===== src/design/ringmt_pkg.sv =====
// Purpose: Shared constants of the ring MAC timer and counter block.
// Assumes: 16-bit node processor register bus with a 7-bit address.
// Notes: Timer widths and reset values are kept here once.
package ringmt_pkg;
    ////////////////////////////////////////////////////////////////////////
    // Register addresses on the node processor bus.
    localparam logic [6:0] ADDR_ASYNC_QUEUE0_THRESHOLD = 7'h10;
    localparam logic [6:0] ADDR_ASYNC_QUEUE1_THRESHOLD = 7'h11;
    localparam logic [6:0] ADDR_ASYNC_QUEUE2_THRESHOLD = 7'h12;
    localparam logic [6:0] ADDR_DEF_ROT = 7'h13;
    localparam logic [6:0] ADDR_TVX = 7'h14;
    localparam logic [6:0] ADDR_REQ_HIGH = 7'h15;
    localparam logic [6:0] ADDR_REQ_LOW = 7'h16;
    localparam logic [6:0] ADDR_ROT_UPPER = 7'h17;
    localparam logic [6:0] ADDR_HOLD_UPPER = 7'h18;
    localparam logic [6:0] ADDR_NEG_UPPER = 7'h19;
    localparam logic [6:0] ADDR_SYNC_BW = 7'h1a;
    localparam logic [6:0] ADDR_FRAME_CNT = 7'h1b;
    localparam logic [6:0] ADDR_ERR_CNT = 7'h1c;
    localparam logic [6:0] ADDR_LOST_CNT = 7'h1d;
    localparam logic [6:0] ADDR_SNAPSHOT = 7'h1e;
    ////////////////////////////////////////////////////////////////////////
    // Timer geometry.
    localparam int TMR_W = 21;
    localparam int LOW_W = 5;
    localparam logic [20:0] TMR_EXPIRED = 21'h1fffff;
    localparam logic [4:0] LOW_ZERO = 5'h00;
    localparam logic [7:0] TVX_EXPIRED = 8'hff;
    localparam logic [7:0] TVX_PRESCALE = 8'hff;
    ////////////////////////////////////////////////////////////////////////
    // Reset values.
    localparam logic [15:0] PRI_RST = 16'hffff;
    localparam logic [15:0] DEF_ROT_RST = 16'h0000;
    localparam logic [7:0] TVX_REG_RST = 8'h00;
    localparam logic [7:0] TVX_TMR_RST = 8'hff;
    localparam logic [15:0] REQ_RST = 16'h0000;
    localparam logic [20:0] ROT_RST = 21'h00000;
    localparam logic [20:0] HOLD_RST = 21'h00fff;
    localparam logic [20:0] NEG_RST = 21'h00000;
    localparam logic [15:0] SYNC_BW_RST = 16'h0000;
    localparam logic [15:0] CNT_RST = 16'h0000;
    ////////////////////////////////////////////////////////////////////////
    // Bit positions in the lower status-2 word.
    localparam int ST_FRAME_OVF = 4;
    localparam int ST_ERR_OVF = 5;
    localparam int ST_LOST_OVF = 6;
    localparam int ST_ROT_EXP = 10;
    localparam int ST_TVX_EXP = 11;
endpackage


===== src/design/ringmt_evt_counter.sv =====
// Purpose: Presettable event counter with overflow pulse.
// Assumes: Load and count come from logic on the same clock.
// Notes: A load wins over a count in the same cycle.
`timescale 1ns/100ps
module ringmt_evt_counter #(
    parameter int W = 16,
    parameter logic [W-1:0] RST_VALUE = '0
) (
    // Clock and reset.
    input wire logic i_mclk,
    input wire logic i_rst,
    // Preset and count.
    input wire logic i_load,
    input wire logic [W-1:0] i_load_value,
    input wire logic i_inc,
    // Results.
    output logic [W-1:0] o_count,
    output logic o_overflow
);
    // Counting wraps to zero so no event after an overflow is dropped.
    always_ff @(posedge i_mclk) begin
        if (i_rst) begin
            o_count <= RST_VALUE;
        end else if (i_load) begin
            o_count <= i_load_value;
        end else if (i_inc) begin
            o_count <= o_count + 1'b1;
        end
    end

    // The overflow pulse marks the wrap from all ones to zero.
    always_ff @(posedge i_mclk) begin
        if (i_rst) begin
            o_overflow <= 1'b0;
        end else begin
            o_overflow <= i_inc && !i_load && (&o_count);
        end
    end
endmodule // ringmt_evt_counter


===== src/design/ringmt_prescaler.sv =====
// Purpose: Divides the clock to a one-cycle tick.
// Assumes: i_clear restarts the division phase.
// Notes: One tick every DIV clocks.
`timescale 1ns/100ps
module ringmt_prescaler #(
    parameter int W = 8,
    parameter logic [W-1:0] DIV = 8'hff
) (
    // Clock and reset.
    input wire logic i_mclk,
    input wire logic i_rst,
    // Phase control and tick.
    input wire logic i_clear,
    output logic o_tick
);
    logic [W-1:0] count;

    // Clearing keeps the slow timer's first step a full period after reload.
    always_ff @(posedge i_mclk) begin
        if (i_rst || i_clear) begin
            count <= '0;
            o_tick <= 1'b0;
        end else if (count == DIV - 1'b1) begin
            count <= '0;
            o_tick <= 1'b1;
        end else begin
            count <= count + 1'b1;
            o_tick <= 1'b0;
        end
    end
endmodule // ringmt_prescaler


===== src/design/ringmt_timers.sv =====
// Purpose: Timers, counters and async thresholds of a token ring MAC.
// Assumes: All event inputs come from MAC logic on i_mclk.
// Notes: Registers are read and written over the node processor bus.
// Notes on behaviour
// - Async queues served in order 0, 1, 2.
// - Async sends need token, enable, threshold exceeded.
// - Thresholds rechecked per frame; release when done.
// - Nontag needs enable command; tag mode does not.
// - Default rotation loads timer upper bits on init.
// - Claim uses default rotation as operational time.
// - Valid-transmission expiry starts ring recovery.
// - 8-bit valid timer steps at clock/255.
// - Valid read: timer high byte, register low.
// - Diagnostic command copies register into valid timer.
// - Requested rotation is 32 bits, two words.
// - Rotation expiry with late count enters claim.
// - Rotation expiry, zero late: count, reload negotiated.
// - Timer upper bits readable, writable; low via snapshot.
// - Token capture, zero late: holding takes rotation.
// - Negotiated time keeps low 21 bits only.
// - Bandwidth write sets upper bits of sync timer; code loads sync_bw there at i_sync_start.
// - Sync frame needs queue, no done, timer unexpired.
// - Frame counter counts, presets, overflows to bit 4.
// - Error counter counts new errors, overflow bit 5.
// - Lost counter counts lost frames, overflow bit 6.
// - Snapshot holds late, negotiated, rotation, holding lows.
// - 21-bit timers expire at all ones.
// - Valid timer expiry sets status bit 11.
// - Claim-causing rotation expiry sets status bit 10.
`timescale 1ns/100ps
module ringmt_timers (
    // Clock and reset.
    input wire logic i_mclk,
    input wire logic i_rst,
    // Node processor bus.
    input wire logic [6:0] i_np_addr,
    input wire logic i_np_wr,
    input wire logic i_np_rd,
    input wire logic [15:0] i_np_wdata,
    output logic [15:0] o_np_rdata,
    // Ring state events.
    input wire logic i_init_load,
    input wire logic i_claim_active,
    input wire logic i_claim_done,
    input wire logic [20:0] i_claim_neg,
    input wire logic i_valid_frame_end,
    input wire logic i_token_captured,
    input wire logic i_diag_load_tvx,
    // Receive events.
    input wire logic i_frame_rcvd,
    input wire logic i_err_frame_new,
    input wire logic i_frame_lost,
    // Synchronous queue.
    input wire logic i_sync_start,
    input wire logic i_sync_queued,
    input wire logic i_desc_done,
    // Asynchronous queues.
    input wire logic i_tag_mode,
    input wire logic [2:0] i_async_cmd_en,
    input wire logic [2:0] i_async_empty,
    input wire logic i_async_phase,
    input wire logic i_frame_done,
    // Results to the MAC.
    output logic [2:0] o_async_grant,
    output logic o_token_release,
    output logic o_sync_send_ok,
    output logic o_claim_enter,
    output logic o_ring_recover,
    output logic o_late,
    output logic [20:0] o_oper_rotation,
    output logic [31:0] o_requested_rotation,
    output logic [15:0] o_status_set
);
    ////////////////////////////////////////////////////////////////////////
    // Register state.
    logic [15:0] pri [3];
    logic [15:0] def_rot;
    logic [7:0] tvx_reg;
    logic [7:0] tvx_tmr;
    logic [15:0] req_high;
    logic [15:0] req_low;
    logic [20:0] rot_tmr;
    logic [20:0] hold_tmr;
    logic [20:0] neg_time;
    logic [15:0] sync_bw;
    logic [20:0] sync_tmr;
    logic [2:0] cmd_en;
    logic phase_q;
    logic tvx_tick;
    logic [15:0] frame_cnt;
    logic [15:0] err_cnt;
    logic [15:0] lost_cnt;
    logic frame_ovf;
    logic err_ovf;
    logic lost_ovf;
    logic [2:0] next_grant;
    logic eval_point;
    logic rot_expired;
    logic tvx_expire;
    logic [15:0] next_status;

    // Write strobes, one per address.
    function automatic logic wr_to(input logic [6:0] a);
        return i_np_wr && (i_np_addr == a);
    endfunction

    // The holding timer must strictly exceed the queue threshold.
    function automatic logic above(input logic [20:0] t, input logic [15:0] p);
        return t[20:5] > p;
    endfunction

    ////////////////////////////////////////////////////////////////////////
    // Programmable registers.
    always_ff @(posedge i_mclk) begin
        if (i_rst) begin
            pri[0] <= ringmt_pkg::PRI_RST;
            pri[1] <= ringmt_pkg::PRI_RST;
            pri[2] <= ringmt_pkg::PRI_RST;
            def_rot <= ringmt_pkg::DEF_ROT_RST;
            tvx_reg <= ringmt_pkg::TVX_REG_RST;
            req_high <= ringmt_pkg::REQ_RST;
            req_low <= ringmt_pkg::REQ_RST;
            sync_bw <= ringmt_pkg::SYNC_BW_RST;
        end else begin
            if (wr_to(ringmt_pkg::ADDR_ASYNC_QUEUE0_THRESHOLD)) pri[0] <= i_np_wdata;
            if (wr_to(ringmt_pkg::ADDR_ASYNC_QUEUE1_THRESHOLD)) pri[1] <= i_np_wdata;
            if (wr_to(ringmt_pkg::ADDR_ASYNC_QUEUE2_THRESHOLD)) pri[2] <= i_np_wdata;
            if (wr_to(ringmt_pkg::ADDR_DEF_ROT)) def_rot <= i_np_wdata;
            if (wr_to(ringmt_pkg::ADDR_TVX)) tvx_reg <= i_np_wdata[7:0];
            if (wr_to(ringmt_pkg::ADDR_REQ_HIGH)) req_high <= i_np_wdata;
            if (wr_to(ringmt_pkg::ADDR_REQ_LOW)) req_low <= i_np_wdata;
            if (wr_to(ringmt_pkg::ADDR_SYNC_BW)) sync_bw <= i_np_wdata;
        end
    end

    ////////////////////////////////////////////////////////////////////////
    // Token rotation timer and late count.
    assign rot_expired = (rot_tmr == ringmt_pkg::TMR_EXPIRED);

    // Test writes win, then init, then token capture, then expiry.
    always_ff @(posedge i_mclk) begin
        if (i_rst) begin
            rot_tmr <= ringmt_pkg::ROT_RST;
            o_late <= 1'b0;
            o_claim_enter <= 1'b0;
        end else begin
            o_claim_enter <= 1'b0;
            if (wr_to(ringmt_pkg::ADDR_ROT_UPPER)) begin
                rot_tmr <= {i_np_wdata, ringmt_pkg::LOW_ZERO};
            end else if (i_init_load) begin
                rot_tmr <= {def_rot, ringmt_pkg::LOW_ZERO};
                o_late <= 1'b0;
            end else if (i_token_captured) begin
                rot_tmr <= neg_time;
                o_late <= 1'b0;
            end else if (rot_expired && o_late) begin
                o_claim_enter <= 1'b1;
                rot_tmr <= {def_rot, ringmt_pkg::LOW_ZERO};
                o_late <= 1'b0;
            end else if (rot_expired) begin
                o_late <= 1'b1;
                rot_tmr <= neg_time;
            end else begin
                rot_tmr <= rot_tmr + 1'b1;
            end
        end
    end

    ////////////////////////////////////////////////////////////////////////
    // Token holding timer runs while async frames may be sent.
    always_ff @(posedge i_mclk) begin
        if (i_rst) begin
            hold_tmr <= ringmt_pkg::HOLD_RST;
        end else if (wr_to(ringmt_pkg::ADDR_HOLD_UPPER)) begin
            hold_tmr <= {i_np_wdata, ringmt_pkg::LOW_ZERO};
        end else if (i_token_captured && !o_late) begin
            hold_tmr <= rot_tmr;
        end else if (i_async_phase && hold_tmr != ringmt_pkg::TMR_EXPIRED) begin
            hold_tmr <= hold_tmr + 1'b1;
        end
    end

    ////////////////////////////////////////////////////////////////////////
    // Negotiated time; upper bits beyond 21 are implied ones.
    always_ff @(posedge i_mclk) begin
        if (i_rst) begin
            neg_time <= ringmt_pkg::NEG_RST;
        end else if (i_claim_done) begin
            neg_time <= i_claim_neg;
        end
    end

    // During claim the default time stands in as operational time.
    always_ff @(posedge i_mclk) begin
        if (i_rst) begin
            o_oper_rotation <= ringmt_pkg::NEG_RST;
            o_requested_rotation <= {ringmt_pkg::REQ_RST, ringmt_pkg::REQ_RST};
        end else begin
            o_oper_rotation <= i_claim_active ? {def_rot, ringmt_pkg::LOW_ZERO} : neg_time;
            o_requested_rotation <= {req_high, req_low};
        end
    end

    ////////////////////////////////////////////////////////////////////////
    // Valid-transmission timer, stepping once every 255 clocks.
    ringmt_prescaler #(
        .W(8),
        .DIV(ringmt_pkg::TVX_PRESCALE)
    ) u_tvx_div (
        .i_mclk(i_mclk),
        .i_rst(i_rst),
        .i_clear(i_valid_frame_end || i_diag_load_tvx),
        .o_tick(tvx_tick)
    );

    assign tvx_expire = tvx_tick && (tvx_tmr == ringmt_pkg::TVX_EXPIRED);

    // Every valid frame end restarts the interval being measured.
    always_ff @(posedge i_mclk) begin
        if (i_rst) begin
            tvx_tmr <= ringmt_pkg::TVX_TMR_RST;
            o_ring_recover <= 1'b0;
        end else begin
            o_ring_recover <= tvx_expire;
            if (i_valid_frame_end || i_diag_load_tvx || tvx_expire) begin
                tvx_tmr <= tvx_reg;
            end else if (tvx_tick) begin
                tvx_tmr <= tvx_tmr + 1'b1;
            end
        end
    end

    ////////////////////////////////////////////////////////////////////////
    // Synchronous transmit timer and send permission.
    always_ff @(posedge i_mclk) begin
        if (i_rst) begin
            sync_tmr <= ringmt_pkg::TMR_EXPIRED;
            o_sync_send_ok <= 1'b0;
        end else begin
            if (i_sync_start) begin
                sync_tmr <= {sync_bw, ringmt_pkg::LOW_ZERO};
            end else if (sync_tmr != ringmt_pkg::TMR_EXPIRED) begin
                sync_tmr <= sync_tmr + 1'b1;
            end
            o_sync_send_ok <= i_sync_queued && !i_desc_done && sync_tmr != ringmt_pkg::TMR_EXPIRED;
        end
    end

    ////////////////////////////////////////////////////////////////////////
    // Queue enables: commands in nontag mode, always on in tag mode.
    // A new command wins over the clear that an empty queue causes.
    always_ff @(posedge i_mclk) begin
        if (i_rst) begin
            cmd_en <= 3'h0;
        end else begin
            for (int q = 0; q < 3; q++) begin
                if (i_async_cmd_en[q]) begin
                    cmd_en[q] <= 1'b1;
                end else if (o_async_grant[q] && i_async_empty[q]) begin
                    cmd_en[q] <= 1'b0;
                end
            end
        end
    end

    // Priority pick among eligible queues, lowest number first.
    always_comb begin
        next_grant = 3'h0;
        for (int q = 2; q >= 0; q--) begin
            if ((i_tag_mode || cmd_en[q]) && !i_async_empty[q] && above(hold_tmr, pri[q])) begin
                next_grant = 3'h0;
                next_grant[q] = 1'b1;
            end
        end
    end

    // Choice is made at phase start and after each frame, never mid-frame.
    assign eval_point = i_async_phase && (!phase_q || i_frame_done);

    always_ff @(posedge i_mclk) begin
        if (i_rst) begin
            phase_q <= 1'b0;
            o_async_grant <= 3'h0;
            o_token_release <= 1'b0;
        end else begin
            phase_q <= i_async_phase;
            o_token_release <= eval_point && (next_grant == 3'h0);
            if (!i_async_phase) begin
                o_async_grant <= 3'h0;
            end else if (eval_point) begin
                o_async_grant <= next_grant;
            end
        end
    end

    ////////////////////////////////////////////////////////////////////////
    // Frame, error and lost counters.
    ringmt_evt_counter #(
        .W(16),
        .RST_VALUE(ringmt_pkg::CNT_RST)
    ) u_frame_cnt (
        .i_mclk(i_mclk),
        .i_rst(i_rst),
        .i_load(wr_to(ringmt_pkg::ADDR_FRAME_CNT)),
        .i_load_value(i_np_wdata),
        .i_inc(i_frame_rcvd),
        .o_count(frame_cnt),
        .o_overflow(frame_ovf)
    );

    ringmt_evt_counter #(
        .W(16),
        .RST_VALUE(ringmt_pkg::CNT_RST)
    ) u_err_cnt (
        .i_mclk(i_mclk),
        .i_rst(i_rst),
        .i_load(wr_to(ringmt_pkg::ADDR_ERR_CNT)),
        .i_load_value(i_np_wdata),
        .i_inc(i_err_frame_new),
        .o_count(err_cnt),
        .o_overflow(err_ovf)
    );

    ringmt_evt_counter #(
        .W(16),
        .RST_VALUE(ringmt_pkg::CNT_RST)
    ) u_lost_cnt (
        .i_mclk(i_mclk),
        .i_rst(i_rst),
        .i_load(wr_to(ringmt_pkg::ADDR_LOST_CNT)),
        .i_load_value(i_np_wdata),
        .i_inc(i_frame_lost),
        .o_count(lost_cnt),
        .o_overflow(lost_ovf)
    );

    ////////////////////////////////////////////////////////////////////////
    // Status set pulses toward the lower status-2 word.
    always_comb begin
        next_status = 16'h0000;
        next_status[ringmt_pkg::ST_FRAME_OVF] = frame_ovf;
        next_status[ringmt_pkg::ST_ERR_OVF] = err_ovf;
        next_status[ringmt_pkg::ST_LOST_OVF] = lost_ovf;
        next_status[ringmt_pkg::ST_ROT_EXP] = o_claim_enter;
        next_status[ringmt_pkg::ST_TVX_EXP] = o_ring_recover;
    end

    always_ff @(posedge i_mclk) begin
        if (i_rst) begin
            o_status_set <= 16'h0000;
        end else begin
            o_status_set <= next_status;
        end
    end

    ////////////////////////////////////////////////////////////////////////
    // Read data; unmapped addresses and idle cycles return zero.
    always_ff @(posedge i_mclk) begin
        if (i_rst || !i_np_rd) begin
            o_np_rdata <= 16'h0000;
        end else begin
            unique case (i_np_addr)
                ringmt_pkg::ADDR_ASYNC_QUEUE0_THRESHOLD: o_np_rdata <= pri[0];
                ringmt_pkg::ADDR_ASYNC_QUEUE1_THRESHOLD: o_np_rdata <= pri[1];
                ringmt_pkg::ADDR_ASYNC_QUEUE2_THRESHOLD: o_np_rdata <= pri[2];
                ringmt_pkg::ADDR_DEF_ROT: o_np_rdata <= def_rot;
                ringmt_pkg::ADDR_TVX: o_np_rdata <= {tvx_tmr, tvx_reg};
                ringmt_pkg::ADDR_REQ_HIGH: o_np_rdata <= req_high;
                ringmt_pkg::ADDR_REQ_LOW: o_np_rdata <= req_low;
                ringmt_pkg::ADDR_ROT_UPPER: o_np_rdata <= rot_tmr[20:5];
                ringmt_pkg::ADDR_HOLD_UPPER: o_np_rdata <= hold_tmr[20:5];
                ringmt_pkg::ADDR_NEG_UPPER: o_np_rdata <= neg_time[20:5];
                ringmt_pkg::ADDR_SYNC_BW: o_np_rdata <= sync_bw;
                ringmt_pkg::ADDR_FRAME_CNT: o_np_rdata <= frame_cnt;
                ringmt_pkg::ADDR_ERR_CNT: o_np_rdata <= err_cnt;
                ringmt_pkg::ADDR_LOST_CNT: o_np_rdata <= lost_cnt;
                ringmt_pkg::ADDR_SNAPSHOT:
                    o_np_rdata <= {o_late, neg_time[4:0], rot_tmr[4:0], hold_tmr[4:0]};
                default: o_np_rdata <= 16'h0000;
            endcase
        end
    end
endmodule // ringmt_timers


===== config.mk =====
export PLATFORM = sky130hd
export DESIGN_NAME = ringmt_timers
export DESIGN_NICKNAME = d
export VERILOG_FILES = /design/src/design/ringmt_pkg.sv /design/src/design/ringmt_evt_counter.sv /design/src/design/ringmt_prescaler.sv /design/src/design/ringmt_timers.sv
export SDC_FILE = /design/constraint.sdc
export NUM_CORES = 1
export LEC_CHECK = 0
export ABC_AREA = 1
export BUFFER_PORTS_ARGS = -buffer_cell sky130_fd_sc_hd__buf_2
export CAP_MARGIN = 40
export CORE_UTILIZATION = 35
export CTS_BUF_LIST = sky130_fd_sc_hd__clkbuf_2
export CTS_CLUSTER_SIZE = 14
export DETAILED_ROUTE_END_ITERATION = 10
export PLACE_DENSITY_LB_ADDON = 0.15
export SYNTH_ARGS = -nofsm -noshare
export SYNTH_HDL_FRONTEND = slang
export SYNTH_HIERARCHICAL = 1
export SYNTH_SLANG_ARGS = --single-unit

===== constraint.sdc =====
create_clock -name i_mclk -period 2.59 [get_ports i_mclk]
set_input_delay 0.3885 -clock i_mclk [delete_from_list [all_inputs] [get_ports i_mclk]]
set_output_delay 0.3885 -clock i_mclk [all_outputs]
set_load 0.05 [all_outputs]

# Yosys cells after proc, flatten, opt, wreduce, memory -nomap -nowiden
# Memories as Yosys holds them, arrays and structs flattened.
# Cells that the tools add are included.
# word_totals
memories,1
register_bits,321
ramBits,48
word_cells,195
out_inout_bits,93
latch_bits,0
input_bits,69
mem_bits_ro,0
# op_classes
n_eq_ne,20
reduce_logical,74
multipliers,0
n_shift,0
n_bitwise,5
n_addsub,8
n_lt_le_gt_ge,3
muxes,49
div,0
# mem_list
name,depth,word_bits,read_ports,rd_ports_with_merged_regs,wr,line,source
pri,3,16,3,0,3,ringmt_timers.sv:76,logic [15:0] pri [3];
# ops
op,n
one-hot mux 16 bit (15 select lines),1
two-way mux 21 bit,11
two-way mux 16 bit,9
== test 7 x 5 -> 1 bit (second input constant),15
adder 21 x 1 -> 21 bit (second input constant),3
adder 16 x 1 -> 16 bit (second input constant),3
greater-than comparator 16 bit,3
AND reduction 16 bit,3
!= test 21 bit (second input constant),2
logical AND 1 bit,36
two-way mux 1 bit,23
== test 21 bit (second input constant),1
adder 8 x 1 -> 8 bit (second input constant),2
== test 8 bit (second input constant),2
two-way mux 8 bit,2
nonzero test 2 bit,8
logical NOT 1 bit,10
two-way mux 3 bit,3
logical OR 1 bit,8
OR reduction 2 bit,3
nonzero test 4 bit,1
OR reduction 4 bit,1
logical NOT 3 bit,1
OR 1 bit,3
4 further kinds,5

# Logic depth before layout (Yosys ltp)
# Gate-level depths: netlist of the first run.
# depth
word_depth,8
depth_mapped,14

# By module
# Netlist of the first run, hierarchy kept.
# by_module_without_submodules
mod,area_per_inst_um2,n_inst,cells_per_inst
ringmt_timers,15453.6,1,2060
ringmt_evt_counter,1064.8,3,159
ringmt_prescaler,405.4,1,51

# Worst setup path before layout of the first run
# OpenSTA, ideal clock, no wires.
# synth_timing
path_type,input-to-reg
startpoint,input port i_np_addr[5]
endpoint,memory pri[0][0] (enable)
stages,5
setup_slack_ns,-0.153
arrival_time_ns,2.331
setup_ns,0.411
required_time_ns,2.179
cell_sequence,nor3b_4 -> buf_6 -> nand2_1 -> clkbuf_1 -> o21ai_0
# synth_lines
item,line,source
from (decl),ringmt_timers.sv:36,"input wire logic [6:0] i_np_addr,"
to (decl),ringmt_timers.sv:76,

# Worst setup path in the final report of the first run
# layout_timing
startpoint,register o_late
endpoint,output port o_late
# layout_lines
item,line,source
from (decl),ringmt_timers.sv:69,"output logic o_late,"
from (signal assigned),ringmt_timers.sv:144,o_late <= 1'b0;
from (signal assigned),ringmt_timers.sv:152,o_late <= 1'b0;
from (signal assigned),ringmt_timers.sv:155,o_late <= 1'b0;
# No word-level cell between the ends.

==> results.rst, run 1 <==
.. list-table::
   :header-rows: 1

   * - Metric
     - Value
   * - Height of the chip
     - between 200 and 250 um
   * - CP Launch Point
     - o_late
   * - Vias in the first global route
     - about 19000
   * - GRT Resource Usage Total
     - 30.0%
   * - Mean post-synth cell area
     - 7.36 um2
   * - Most area-hungry cell type in the Yosys netlist
     - sky130_fd_sc_hd__dfxtp_1
   * - Worst reg-to-reg path cell count
     - 11
   * - Pre-CTS setup slack
     - ~34 ps
   * - CTS sink cnt
     - approximately 360
   * - Sequential cell area
     - 0.00766 mm2
   * - CP Capture Point
     - o_late
   * - Iter 0 DRT Violations
     - 1703
   * - Slack of the worst reg-to-reg path
     - between 200 and 300 ps
   * - Length of the first detailed-routing pass in iterations
     - 6
   * - Clock-pin transition on the worst setup and hold timing paths
     - approximately 110 ps
   * - Largest voltage drop on the vdd net
     - 0.232 mV
   * - Number of top-level design ports
     - ~160
   * - Cell class contributing the biggest share of worst-path delay
     - buffers and inverters
   * - Max stage delay on crit path
     - about 420 ps
   * - Cell depth of the worst setup path
     - 2
   * - Die Width
     - between 200 and 250 um
   * - Maximum number of pins on one net before global-route repair
     - 57
   * - Longest Clk Path Bufs
     - 3
   * - Number of antenna violations at the first check in global routing
     - 6
   * - Maximum capacitance violations
     - 0
   * - Minimum setup slack in the final design
     - between 90 and 100 ps
   * - Clock latency on the worst-skew pair
     - between 1000 and 1500 ps
   * - Hold violation total from the final report
     - 0
   * - Clock Root Buffer
     - sky130_fd_sc_hd__clkbuf_2
   * - Worst-path fanout max
     - 6
   * - Count of different cell masters after synthesis
     - between 60 and 70
   * - Number of DRC violations after detailed routing
     - 0
   * - WP data arrival
     - about 2100 ps
   * - Wire length per cell after detailed routing
     - 23.0 um
   * - Type of destination of the critical path
     - output port
   * - Number of port buffers
     - 150
   * - Crit path launch type
     - flop
   * - Headroom to the max-slew limit
     - around 39%
   * - Count of buffer and inverter cells on the critical path
     - 2
   * - CTS buffer count
     - 101
   * - Final setup vio count
     - 0
   * - Die area
     - roughly 0.055 mm2
   * - TritonCTS clock tree
     - yes
   * - Worst Setup Path Type
     - flop to output port
   * - Netlist Area Pre-Place
     - 0.0191 mm2
   * - Class of the worst hold path
     - input port to flop
   * - Status
     - complete, no violations
   * - Top cell type's share of synthesized area
     - 32.6%
   * - GPL Wtd Cong
     - about 0.97
   * - CP max-delay cell
     - sky130_fd_sc_hd__dfxtp_1
   * - Slew of the pin with the lowest slew margin
     - 917 ps
   * - Antenna violation net count after detailed routing
     - 0
   * - Area of combinational cells with multiple inputs
     - 0.00966 mm2
   * - Rows
     - 85
   * - Ordered cell list for the critical path
     - buf_4 > buf_2
   * - Starting density of the core
     - 35.4%
   * - Origin of the critical flop-to-flop path
     - hold_tmr[11]
   * - Cell types occupying the most area after synthesis
     - sky130_fd_sc_hd__dfxtp_1 33%, sky130_fd_sc_hd__nand2_1 9.8%, sky130_fd_sc_hd__edfxtp_1 7.6%
   * - Layout cells sized above 1
     - approximately 17%
   * - Floorplan Core Area
     - between 0.05 and 0.06 mm2
   * - Register containing the most flip-flops in the final layout
     - pri
   * - Highest clock rate
     - about 0.40 GHz
   * - Worst reg2reg path endpoint
     - o_async_grant[1]
   * - Largest regs
     - pri x48, o_requested_rotation x32
   * - Wire length after detailed routing
     - roughly 85 mm
   * - Setup skew after layout
     - between 100 and 150 ps
   * - Yosys warns
     - 6
   * - Number of filler instances in the final layout
     - ~5700
   * - Area growth from synthesis to layout
     - 20.2%
   * - Crit share post-route
     - between 90% and 100%
   * - Overflow left after global routing
     - 0
   * - Final slew viol count
     - 0
   * - Setup TNS after final layout
     - 0 ps
   * - Leakage
     - 9.75 nW
   * - Proportion of synthesized chip area in sequential cells
     - 40.1%
   * - Final nets
     - around 3100
   * - Startpoint of the worst hold path
     - i_np_addr[1]
   * - Routed via count divided by cell count
     - between 5 and 6
   * - Register bit total from synthesis
     - 358
   * - Required time of the critical path
     - about 2200 ps
   * - Number of instances in the synthesized netlist
     - about 2600
   * - Pwr dens
     - approximately 520 mW/mm2
   * - Number of flip-flops in the largest register
     - 48
   * - Final worst path period need
     - 2500 ps
   * - Number of H-tree branching levels
     - 3
   * - RSZ-0062 raised after global routing
     - false
   * - HPWL Detailed
     - around 62 mm
   * - Wire length of the first global-routing pass
     - approximately 120 mm
   * - Via count
     - around 20000
logic make-up (layout without fill, tap and decap cells):
group           Yosys count  after routing  synth area share (%)
other cells               1             14                0.0197
fa+ha+maj                57             57                  3.74
buf+inv                 444            846                  9.59
xor+xnor                 49             49                  2.25
flops                   358            358                  40.1
compound gates          651            651                  20.0
simple gates           1028           1028                  24.3
stage by stage:
step	hold slack, ps	util (%)	instance area (um2)	instances	power (mW)
finish	124	42.6	22900	3699	11.9
global route	114	42.5	22900	3697	12.5
CTS	2.74	42.4	22800	3696	12.0
detailed placement	404	38.3	20600	3389	7.63
global placement	401	38.3	20600	3388	7.61
floorplan	388	-	19100	2598	7.01
metal layers:
layer  share of wire, %  GRT usage [%]
met4                3.1           11.7
met3                6.8           4.29
met1                 44           40.6
met5              0.015              0
met2                 46           48.2
worst min-delay path: stages:
cell and delay (ps):
sky130_fd_sc_hd__buf_2 110, sky130_fd_sc_hd__inv_1 60, sky130_fd_sc_hd__nand2_2 100, sky130_fd_sc_hd__nor2_1 50, sky130_fd_sc_hd__nand2_1 230, sky130_fd_sc_hd__inv_1 190
sky130_fd_sc_hd__nand3_1 110, sky130_fd_sc_hd__a21oi_1 60
synth_stat cells, drive strengths merged:
| master | n |
|---|---|
| o2111ai | 21 |
| edfxtp | 48 |
| o211ai | 41 |
| nand3b | 3 |
| a21oi | 250 |
| ha | 57 |
| dfxtp | 310 |
| xnor2 | 9 |
| nor3b | 2 |
| conb | 1 |
| a22oi | 35 |
| o21a | 1 |
| a221oi | 2 |
| clkbuf | 63 |
| nor2 | 240 |
| xor2 | 40 |
| o221ai | 6 |
| nand2 | 527 |
| a31oi | 10 |
| nand4 | 34 |
| a41oi | 1 |
| a21boi | 1 |
| a311oi | 1 |
| clkinv | 4 |
| o21bai | 7 |
| nor4 | 12 |
| o311ai | 1 |
| a211oi | 1 |
| inv | 323 |
| o21ai | 221 |
| a21o | 3 |
| o22ai | 49 |
| or2 | 3 |
| nor3 | 29 |
| nand3 | 178 |
| buf | 54 |
cell usage in the layout, fill, tap and decap left out, types with 23 or more instances in the layout:
| master | netlist | routed |
|---|---|---|
| sky130_fd_sc_hd__o211ai_1 | 25 | 25 |
| sky130_fd_sc_hd__nor2_2 | 29 | 30 |
| sky130_fd_sc_hd__nand2_2 | 26 | 29 |
| sky130_fd_sc_hd__dfxtp_1 | 310 | 299 |
| sky130_fd_sc_hd__a21oi_1 | 245 | 243 |
| sky130_fd_sc_hd__nor3_1 | 25 | 23 |
| sky130_fd_sc_hd__buf_2 | 27 | 149 |
| sky130_fd_sc_hd__edfxtp_1 | 48 | 48 |
| sky130_fd_sc_hd__nor2_1 | 199 | 196 |
| sky130_fd_sc_hd__xor2_1 | 40 | 40 |
| sky130_fd_sc_hd__nand2_1 | 496 | 493 |
| sky130_fd_sc_hd__o21ai_0 | 210 | 206 |
| sky130_fd_sc_hd__dlygate4sd3_1 | 0 | 131 |
| sky130_fd_sc_hd__a22oi_1 | 35 | 35 |
| sky130_fd_sc_hd__inv_1 | 305 | 304 |
| sky130_fd_sc_hd__nand4_1 | 34 | 34 |
| sky130_fd_sc_hd__ha_1 | 57 | 57 |
| sky130_fd_sc_hd__buf_4 | 15 | 62 |
| sky130_fd_sc_hd__clkbuf_2 | 1 | 141 |
| sky130_fd_sc_hd__nand3_1 | 176 | 176 |
| sky130_fd_sc_hd__o22ai_1 | 49 | 49 |
worst min-delay path by stage:
stage | to | slack [ps] | cells after the start
2_1_floorplan | o_status_set[4] | 390 | 2
3_3_place_gp | o_status_set[5] | 400 | 2
3_5_place_dp | o_status_set[5] | 400 | 2
4_1_cts | req_high[7] | 3 | 8
5_1_grt | phase_q | 110 | 4
6_report | tvx_reg[7] | 120 | 8
cell type report:
| type | instances | share of cell area (%) |
|---|---|---|
| Antenna cell | 3 | 0.0328 |
| Clock buffer | 141 | 3.08 |
| Clock inverter | 33 | 0.776 |
| Inverter | 327 | 5.42 |
| Multi-Input combinational cell | 1796 | 42.2 |
| Sequential cell | 358 | 33.5 |
| Tap cell | 696 | 3.80 |
| Timing Repair Buffer | 345 | 11.2 |
power breakdown:
part	total, mW	internal, mW	switching [mW]	leakage (nW)
Clock	4.22	1.59	2.62	0.679
Sequential	6.01	5.80	0.203	3.01
Combinational	1.69	0.561	1.13	6.06
Total	11.9	7.96	3.96	9.75
timing repair:
item | CTS | global route
hold buffers | 133 | 0
setup buffers | 0 | 1
setup endpoints to repair | 0 | 5
resized for setup | 0 | 25
hold endpoints to repair | 358 | 0
(Power assumes the default switching activity.)
==> run 2, diff against run 1 <==
--- a/config.mk
+++ b/config.mk
@@ -5,7 +5,6 @@
 export SDC_FILE = /design/constraint.sdc
 export NUM_CORES = 1
 export LEC_CHECK = 0
-export ABC_AREA = 1
 export BUFFER_PORTS_ARGS = -buffer_cell sky130_fd_sc_hd__buf_2
 export CAP_MARGIN = 40
 export CORE_UTILIZATION = 35
==> results.rst, run 2 <==
.. list-table::
   :header-rows: 1

   * - Metric
     - Value
   * - Most frequent cell after synthesis
     - sky130_fd_sc_hd__dfxtp_1
   * - Count of different cell masters after synthesis
     - 87
   * - Max stage delay on crit path
     - between 400 and 500 ps
   * - CP Launch Point
     - rot_tmr[1]
   * - RSZ-0062 raised after global routing
     - false
   * - Clock-pin transition on the worst setup and hold timing paths
     - ~100 ps
   * - Maximum capacitance violations
     - 0
   * - DP Area
     - 0.0209 mm2
   * - Type of destination of the critical path
     - flop
   * - HPWL Detailed
     - 59.1 mm
   * - Commonest cells in the synthesized netlist
     - 310 x sky130_fd_sc_hd__dfxtp_1, 288 x sky130_fd_sc_hd__nand2_1, 190 x sky130_fd_sc_hd__nor2_1, 147 x sky130_fd_sc_hd__a21oi_1, 94 x sky130_fd_sc_hd__clkbuf_1
   * - Register bit total from synthesis
     - roughly 360
   * - Number of port buffers
     - 150
   * - Final nets
     - 2707
   * - TritonCTS clock tree
     - yes
   * - Clock share of power
     - 36.9%
   * - Length of the first detailed-routing pass in iterations
     - 6
   * - Proportion of synthesized chip area in sequential cells
     - 41.3%
   * - Final slew viol count
     - 0
   * - Longest Clk Path Bufs
     - 3
   * - Routed via count divided by cell count
     - ~5.7
   * - GPL Wtd Cong
     - 0.973
   * - Count of buffer and inverter cells on the critical path
     - 0
   * - Leading cell type in the layout, fill and taps excluded
     - sky130_fd_sc_hd__dfxtp_1
   * - Minimum setup slack in the final design
     - approximately 210 ps
   * - Crit path launch type
     - flop
   * - Hold WS
     - approximately 120 ps
   * - Setup skew after layout
     - roughly 95 ps
   * - Slack of the worst reg-to-reg path
     - 210 ps
   * - Register share of total power
     - between 40% and 50%
   * - Status
     - complete, no violations
   * - GRT Resource Usage Total
     - roughly 30%
   * - Number of H-tree branching levels
     - 3
   * - Number of DRC violations after detailed routing
     - 0
   * - Non-filler cells in the finished layout
     - ~3300
   * - Ordered cell list for the critical path
     - ha_1 > nand4_2 > or3_1 > nor4_1 > nor2_1 > o31ai_1 > a221oi_1
   * - Final design instance area without fill
     - approximately 0.023 mm2
   * - Hold violation total from the final report
     - 0
   * - Register containing the most flip-flops in the final layout
     - pri
   * - Netlist Area Pre-Place
     - between 0.015 and 0.02 mm2
   * - Largest voltage drop on the vdd net
     - 0.268 mV
   * - Startpoint of the worst hold path
     - i_async_phase
   * - Yosys warns
     - 6
   * - Antenna violation net count after detailed routing
     - 0
   * - Number of antenna violations at the first check in global routing
     - 8
   * - Clock latency on the worst-skew pair
     - 1180 ps
   * - Die area
     - ~0.054 mm2
   * - Top cell type's share of synthesized area
     - around a third
   * - Mean post-synth cell area
     - ~8.5 um2
   * - Wire length after detailed routing
     - slightly above 80 mm
   * - Clock Root Buffer
     - sky130_fd_sc_hd__clkbuf_2
   * - Commonest cells after routing, fill and taps aside
     - 310 x sky130_fd_sc_hd__dfxtp_1, 288 x sky130_fd_sc_hd__nand2_1, 187 x sky130_fd_sc_hd__nor2_1
   * - Leakage
     - 9.34 nW
   * - Vias in the first global route
     - ~18000
   * - Internal power
     - about 8.4 mW
   * - Cell types occupying the most area after synthesis
     - sky130_fd_sc_hd__dfxtp_1 34%, sky130_fd_sc_hd__edfxtp_1 7.8%, sky130_fd_sc_hd__nand2_1 5.8%
   * - Fraction of power spent switching nets
     - about a third
   * - Commonest register cell after synthesis
     - sky130_fd_sc_hd__dfxtp_1
   * - Maximum number of pins on one net before global-route repair
     - about 150
   * - Overall power of the completed layout
     - around 12 mW
   * - Via count
     - 19019
   * - Final worst path period need
     - around 2400 ps
   * - Floorplan Core Area
     - about 0.052 mm2
   * - Height of the chip
     - 232 um
   * - Iter 0 DRT Violations
     - roughly 2000
   * - CTS sink cnt
     - approximately 360
   * - Largest regs
     - pri x48, o_requested_rotation x32
   * - CP max-delay cell
     - sky130_fd_sc_hd__or3_1
   * - Inst Count DP
     - about 3000
   * - Cell class contributing the biggest share of worst-path delay
     - simple AND/OR/NAND/NOR gates
   * - Relative contribution of combinational cells to total power
     - roughly 14%
   * - Share of the core filled with cells
     - between 40% and 50%
   * - Number of instances in the synthesized netlist
     - 2169
   * - Headroom to the max-slew limit
     - 44.2%
   * - WP data arrival
     - 3350 ps
   * - Number of top-level design ports
     - 162
   * - Number of enable-type register cells in the synthesized netlist
     - between 40 and 50
   * - CTS buffer count
     - between 100 and 150
   * - Worst Setup Path Type
     - flop to flop
   * - Rows
     - between 80 and 90
   * - Slew of the pin with the lowest slew margin
     - between 800 and 900 ps
   * - Total setup buffers inserted after CTS
     - 0
   * - Final setup vio count
     - 0
   * - Required time of the critical path
     - between 3000 and 4000 ps
   * - Number of flip-flops in the largest register
     - 48
   * - Worst-path fanout max
     - 7
   * - Pwr dens
     - around 520 mW/mm2
   * - Origin of the critical flop-to-flop path
     - rot_tmr[1]
   * - Pre-CTS setup slack
     - -45.8 ps
   * - Wire length per cell after detailed routing
     - ~25 um
   * - Most area-hungry cell type in the Yosys netlist
     - sky130_fd_sc_hd__dfxtp_1
   * - Class of the worst hold path
     - input port to flop
   * - Wire length of the first global-routing pass
     - between 100 and 150 mm
   * - Crit share post-route
     - roughly 90%
   * - Overflow left after global routing
     - 0
   * - Starting density of the core
     - 35.7%
   * - Net switching power
     - between 3 and 4 mW
   * - Die Width
     - approximately 230 um
   * - Setup TNS after final layout
     - 0 ps
   * - Area growth from synthesis to layout
     - 26.1%
   * - Layout cells sized above 1
     - between 10% and 20%
   * - Number of filler instances in the final layout
     - 5090
   * - Highest clock rate
     - approximately 0.42 GHz
   * - Share of synthesized flip-flops with an asynchronous set or reset
     - 0%
-- run 2: cell types whose count changed in the layout (fill, tap and decap cells not counted), sizes merged, moves of 22 or more --
cell | previous run | this run
nor2 | 240 | 190
a211oi | 1 | 49
nand3 | 178 | 61
xnor2 | 9 | 54
a21oi | 250 | 147
o211ai | 41 | 17
o21ai | 221 | 89
buf | 213 | 303
nand2 | 527 | 289
o22ai | 49 | 11
nor2b | 0 | 52
inv | 328 | 76
mux2i | 0 | 80
and3 | 0 | 22
-- run 2: kinds of logic (layout without fill, tap and decap cells) --
family / Yosys count / in the layout / synth area share [%]
multiplexers: 90 / 90 / 5.11
XOR/XNOR: 79 / 79 / 3.74
flip-flops: 358 / 358 / 41.3
adder cells (fa/ha/maj): 57 / 57 / 3.85
AO/OA/AOI/OAI: 521 / 521 / 18.8
AND/OR/NAND/NOR: 832 / 832 / 22.0
other: 1 / 19 / 0.0202
buffers and inverters: 231 / 713 / 5.24
-- run 2: final cells by class --
class                           instances  area, um2  share of cell area (%)
Multi-Input combinational cell       1590       9950                    42.6
Clock inverter                         39        268                    1.15
Timing Repair Buffer                  452       3600                    15.4
Antenna cell                            8       20.0                  0.0857
Clock buffer                          144        721                    3.09
Tap cell                              680        851                    3.64
Sequential cell                       358       7650                    32.8
Inverter                               78        293                    1.25
-- run 2: worst register-to-register path, cell delays in order (launching register included) --
cell                       delay [ps]
sky130_fd_sc_hd__dfxtp_1          360
sky130_fd_sc_hd__ha_1             250
sky130_fd_sc_hd__nand4_2          130
sky130_fd_sc_hd__or3_1            470
sky130_fd_sc_hd__nor4_1           390
sky130_fd_sc_hd__nor2_1           240
sky130_fd_sc_hd__o31ai_1          260
sky130_fd_sc_hd__a221oi_1         130
-- run 2: layer usage --
layer,vias to the layer above,wire [um],GRT usage [%]
met3,160,5960,4.92
met2,850,37300,47.9
li1,8722,-,-
met1,9287,35900,41.0
met4,0,2990,11.4
met5,-,0,0
-- run 2: final timing paths --
| path | end | cells after the start |
|---|---|---|
| worst max-delay path | rot_tmr[12] | 7 |
| worst max register to register | rot_tmr[12] | 7 |
| worst min-delay path | o_async_grant[1] | 4 |
| worst min register to register | o_status_set[5] | 1 |
-- run 2: power groups by stage --
| stage | Combinational (mW) | Sequential, mW | Clock, mW |
|---|---|---|---|
| 2_1_floorplan | 0.832 | 6.08 | 0 |
| 3_3_place_gp | 1.45 | 6.13 | 0 |
| 3_5_place_dp | 1.47 | 6.13 | 0 |
| 4_1_cts | 1.66 | 6.00 | 4.62 |
| 5_1_grt | 1.81 | 6.03 | 4.94 |
| 6_report | 1.69 | 6.01 | 4.50 |
-- run 2: timing repair --
| item | 4_1_cts | 5_1_grt |
|---|---|---|
| endpoints found under the hold margin | 333 | 0 |
| hold buffers | 148 | 0 |
| setup endpoints to repair | 0 | 5 |
| resized for setup | 0 | 1 |
==> run 3, diff against run 2 <==
--- a/config.mk
+++ b/config.mk
@@ -11,7 +11,7 @@
 export CTS_BUF_LIST = sky130_fd_sc_hd__clkbuf_2
 export CTS_CLUSTER_SIZE = 14
 export DETAILED_ROUTE_END_ITERATION = 10
-export PLACE_DENSITY_LB_ADDON = 0.15
+export PLACE_DENSITY_LB_ADDON = 0.05
 export SYNTH_ARGS = -nofsm -noshare
 export SYNTH_HDL_FRONTEND = slang
 export SYNTH_HIERARCHICAL = 1
==> results.rst, run 3 (synthesized netlist as in run 2, its figures left out) <==
.. list-table::
   :header-rows: 1

   * - Metric
     - Value
   * - Status
     - complete, no violations
   * - Highest clock rate
     - between 0.3 and 0.4 GHz
   * - Starting density of the core
     - 35.7%
   * - Number of port buffers
     - 150
   * - Worst reg-to-reg path cell count
     - 10
   * - CTS buffer count
     - 100
   * - Final nets
     - approximately 2700
   * - Vias in the first global route
     - 18170
   * - Inst Count DP
     - 3014
   * - Commonest cells after routing, fill and taps aside
     - 309 x sky130_fd_sc_hd__dfxtp_1, 288 x sky130_fd_sc_hd__nand2_1, 188 x sky130_fd_sc_hd__nor2_1
   * - Routed via count divided by cell count
     - ~5.6
   * - CP Launch Point
     - i_np_addr[1]
   * - Iter 0 DRT Violations
     - around 2100
   * - Wire length of the first global-routing pass
     - about 120 mm
   * - Height of the chip
     - 232 um
   * - Layout cells sized above 1
     - between 20% and 30%
   * - Crit share post-route
     - 99.5%
   * - CTS sink cnt
     - 358
   * - Clock-pin transition on the worst setup and hold timing paths
     - 90 ps
   * - Class of the worst hold path
     - input port to flop
   * - Final design instance area without fill
     - between 0.02 and 0.025 mm2
   * - Share of the core filled with cells
     - 44.3%
   * - Overflow left after global routing
     - 0
   * - Rows
     - between 80 and 90
   * - Worst Setup Path Type
     - input port to flop
   * - WP data arrival
     - 3560 ps
   * - Setup skew after layout
     - 99.9 ps
   * - Worst-path fanout max
     - 13
   * - Leading cell type in the layout, fill and taps excluded
     - sky130_fd_sc_hd__dfxtp_1
   * - Overall power of the completed layout
     - approximately 12 mW
   * - Die area
     - between 0.05 and 0.06 mm2
   * - Clock latency on the worst-skew pair
     - between 1000 and 1500 ps
   * - GPL Wtd Cong
     - 0.971
   * - Area growth from synthesis to layout
     - 24.1%
   * - Origin of the critical flop-to-flop path
     - pri[0][44]
   * - Number of antenna violations at the first check in global routing
     - 7
   * - Final setup vio count
     - 0
   * - Largest regs
     - pri x48, o_requested_rotation x32
   * - Register containing the most flip-flops in the final layout
     - pri
   * - Hold violation total from the final report
     - 0
   * - Wire length per cell after detailed routing
     - 25.6 um
   * - Leakage
     - ~9 nW
   * - Final slew viol count
     - 0
   * - Number of H-tree branching levels
     - 3
   * - Slew of the pin with the lowest slew margin
     - 866 ps
   * - Via count
     - ~19000
   * - Die Width
     - ~230 um
   * - Total setup buffers inserted after CTS
     - 0
   * - Non-filler cells in the finished layout
     - around 3300
   * - Final worst path period need
     - 2580 ps
   * - Number of DRC violations after detailed routing
     - 0
   * - Maximum number of pins on one net before global-route repair
     - between 90 and 100
   * - Type of destination of the critical path
     - flop
   * - DP Area
     - around 0.021 mm2
   * - Pwr dens
     - 520 mW/mm2
   * - Worst reg2reg path endpoint
     - o_async_grant[2]
   * - Number of top-level design ports
     - between 150 and 200
   * - Minimum setup slack in the final design
     - 12.6 ps
   * - Hold WS
     - 139 ps
   * - Pre-CTS setup slack
     - -106 ps
   * - Number of flip-flops in the largest register
     - 48
   * - GRT Resource Usage Total
     - between 30% and 40%
   * - Required time of the critical path
     - 3570 ps
   * - Crit path launch type
     - input port
   * - HPWL Detailed
     - 61.4 mm
   * - Longest Clk Path Bufs
     - 3
   * - Maximum capacitance violations
     - 0
   * - CP Capture Point
     - hold_tmr[17]
   * - Headroom to the max-slew limit
     - a little over two fifths
   * - Setup TNS after final layout
     - 0 ps
   * - Largest voltage drop on the vdd net
     - approximately 0.26 mV
   * - Clock Root Buffer
     - sky130_fd_sc_hd__clkbuf_2
   * - Antenna violation net count after detailed routing
     - 0
   * - Floorplan Core Area
     - a little over 0.05 mm2
   * - Wire length after detailed routing
     - approximately 85 mm
   * - Length of the first detailed-routing pass in iterations
     - 7
   * - TritonCTS clock tree
     - yes
   * - Slack of the worst reg-to-reg path
     - 150 ps
[run 3: changes by cell type in the layout (fill, tap and decap cells not counted), sizes merged, moves of 3 or more]
cell | before | now
clkinvlp | 3 | 0
clkbuf | 145 | 152
buf | 303 | 307
bufinv | 4 | 1
dlygate4sd3 | 148 | 120
clkinv | 34 | 29
diode | 8 | 4
[run 3: how the worst min path moves through the flow]
stage | startpoint | endpoint | slack (ps) | cells past startpoint
after floorplan | u_frame_cnt/o_overflow | o_status_set[4] | 410 | 1
after global placement | u_lost_cnt/o_overflow | o_status_set[6] | 440 | 1
after detailed placement | u_lost_cnt/o_overflow | o_status_set[6] | 440 | 1
after CTS | i_np_addr[4] | o_np_rdata[2] | 10 | 5
after global routing | i_np_addr[4] | o_np_rdata[2] | 70 | 5
final | i_async_phase | o_async_grant[2] | 140 | 3
[run 3: area by class of cell]
type | instances | area [um2]
Clock inverter | 27 | 146
Timing Repair Buffer | 428 | 3300
Clock buffer | 151 | 756
Tap cell | 680 | 851
Sequential cell | 358 | 7650
Antenna cell | 4 | 10.0
Inverter | 78 | 293
Fill cell | 5265 | 28800
Multi-Input combinational cell | 1590 | 9970
[run 3: report_power, final]
group	leakage, nW	internal (mW)	total, mW	switching [mW]
logic	5.46	0.652	1.68	1.02
registers	3.01	5.78	6.01	0.227
clock network	0.699	1.66	4.26	2.60
total	9.16	8.09	11.9	3.85
[run 3: repair_timing]
item / 4_1_cts / 5_1_grt
hold buffers: 120 / 0
gates resized for setup: 3 / 2
pin swaps: 0 / 0
endpoints found under the hold margin: 301 / 0
endpoints found under the setup margin: 2 / 2
[run 3: per-layer routing]
layer / share of wire, % / GRT usage [%]
met1: 44 / 41.9
met2: 45 / 48.8
met3: 8.2 / 6.70
met4: 3.3 / 11.1
met5: 0.037 / 0
[run 3: critical path: stages]
cell	delay, ps
sky130_fd_sc_hd__dlygate4sd3_1	530
sky130_fd_sc_hd__buf_2	170
sky130_fd_sc_hd__or3b_4	380
sky130_fd_sc_hd__dlygate4sd3_1	580
sky130_fd_sc_hd__buf_4	150
sky130_fd_sc_hd__nor3_2	260
sky130_fd_sc_hd__buf_12	190
sky130_fd_sc_hd__nor2_1	70
sky130_fd_sc_hd__nand2b_1	140
sky130_fd_sc_hd__buf_4	170
sky130_fd_sc_hd__nand2_1	100
sky130_fd_sc_hd__o21ai_0	420
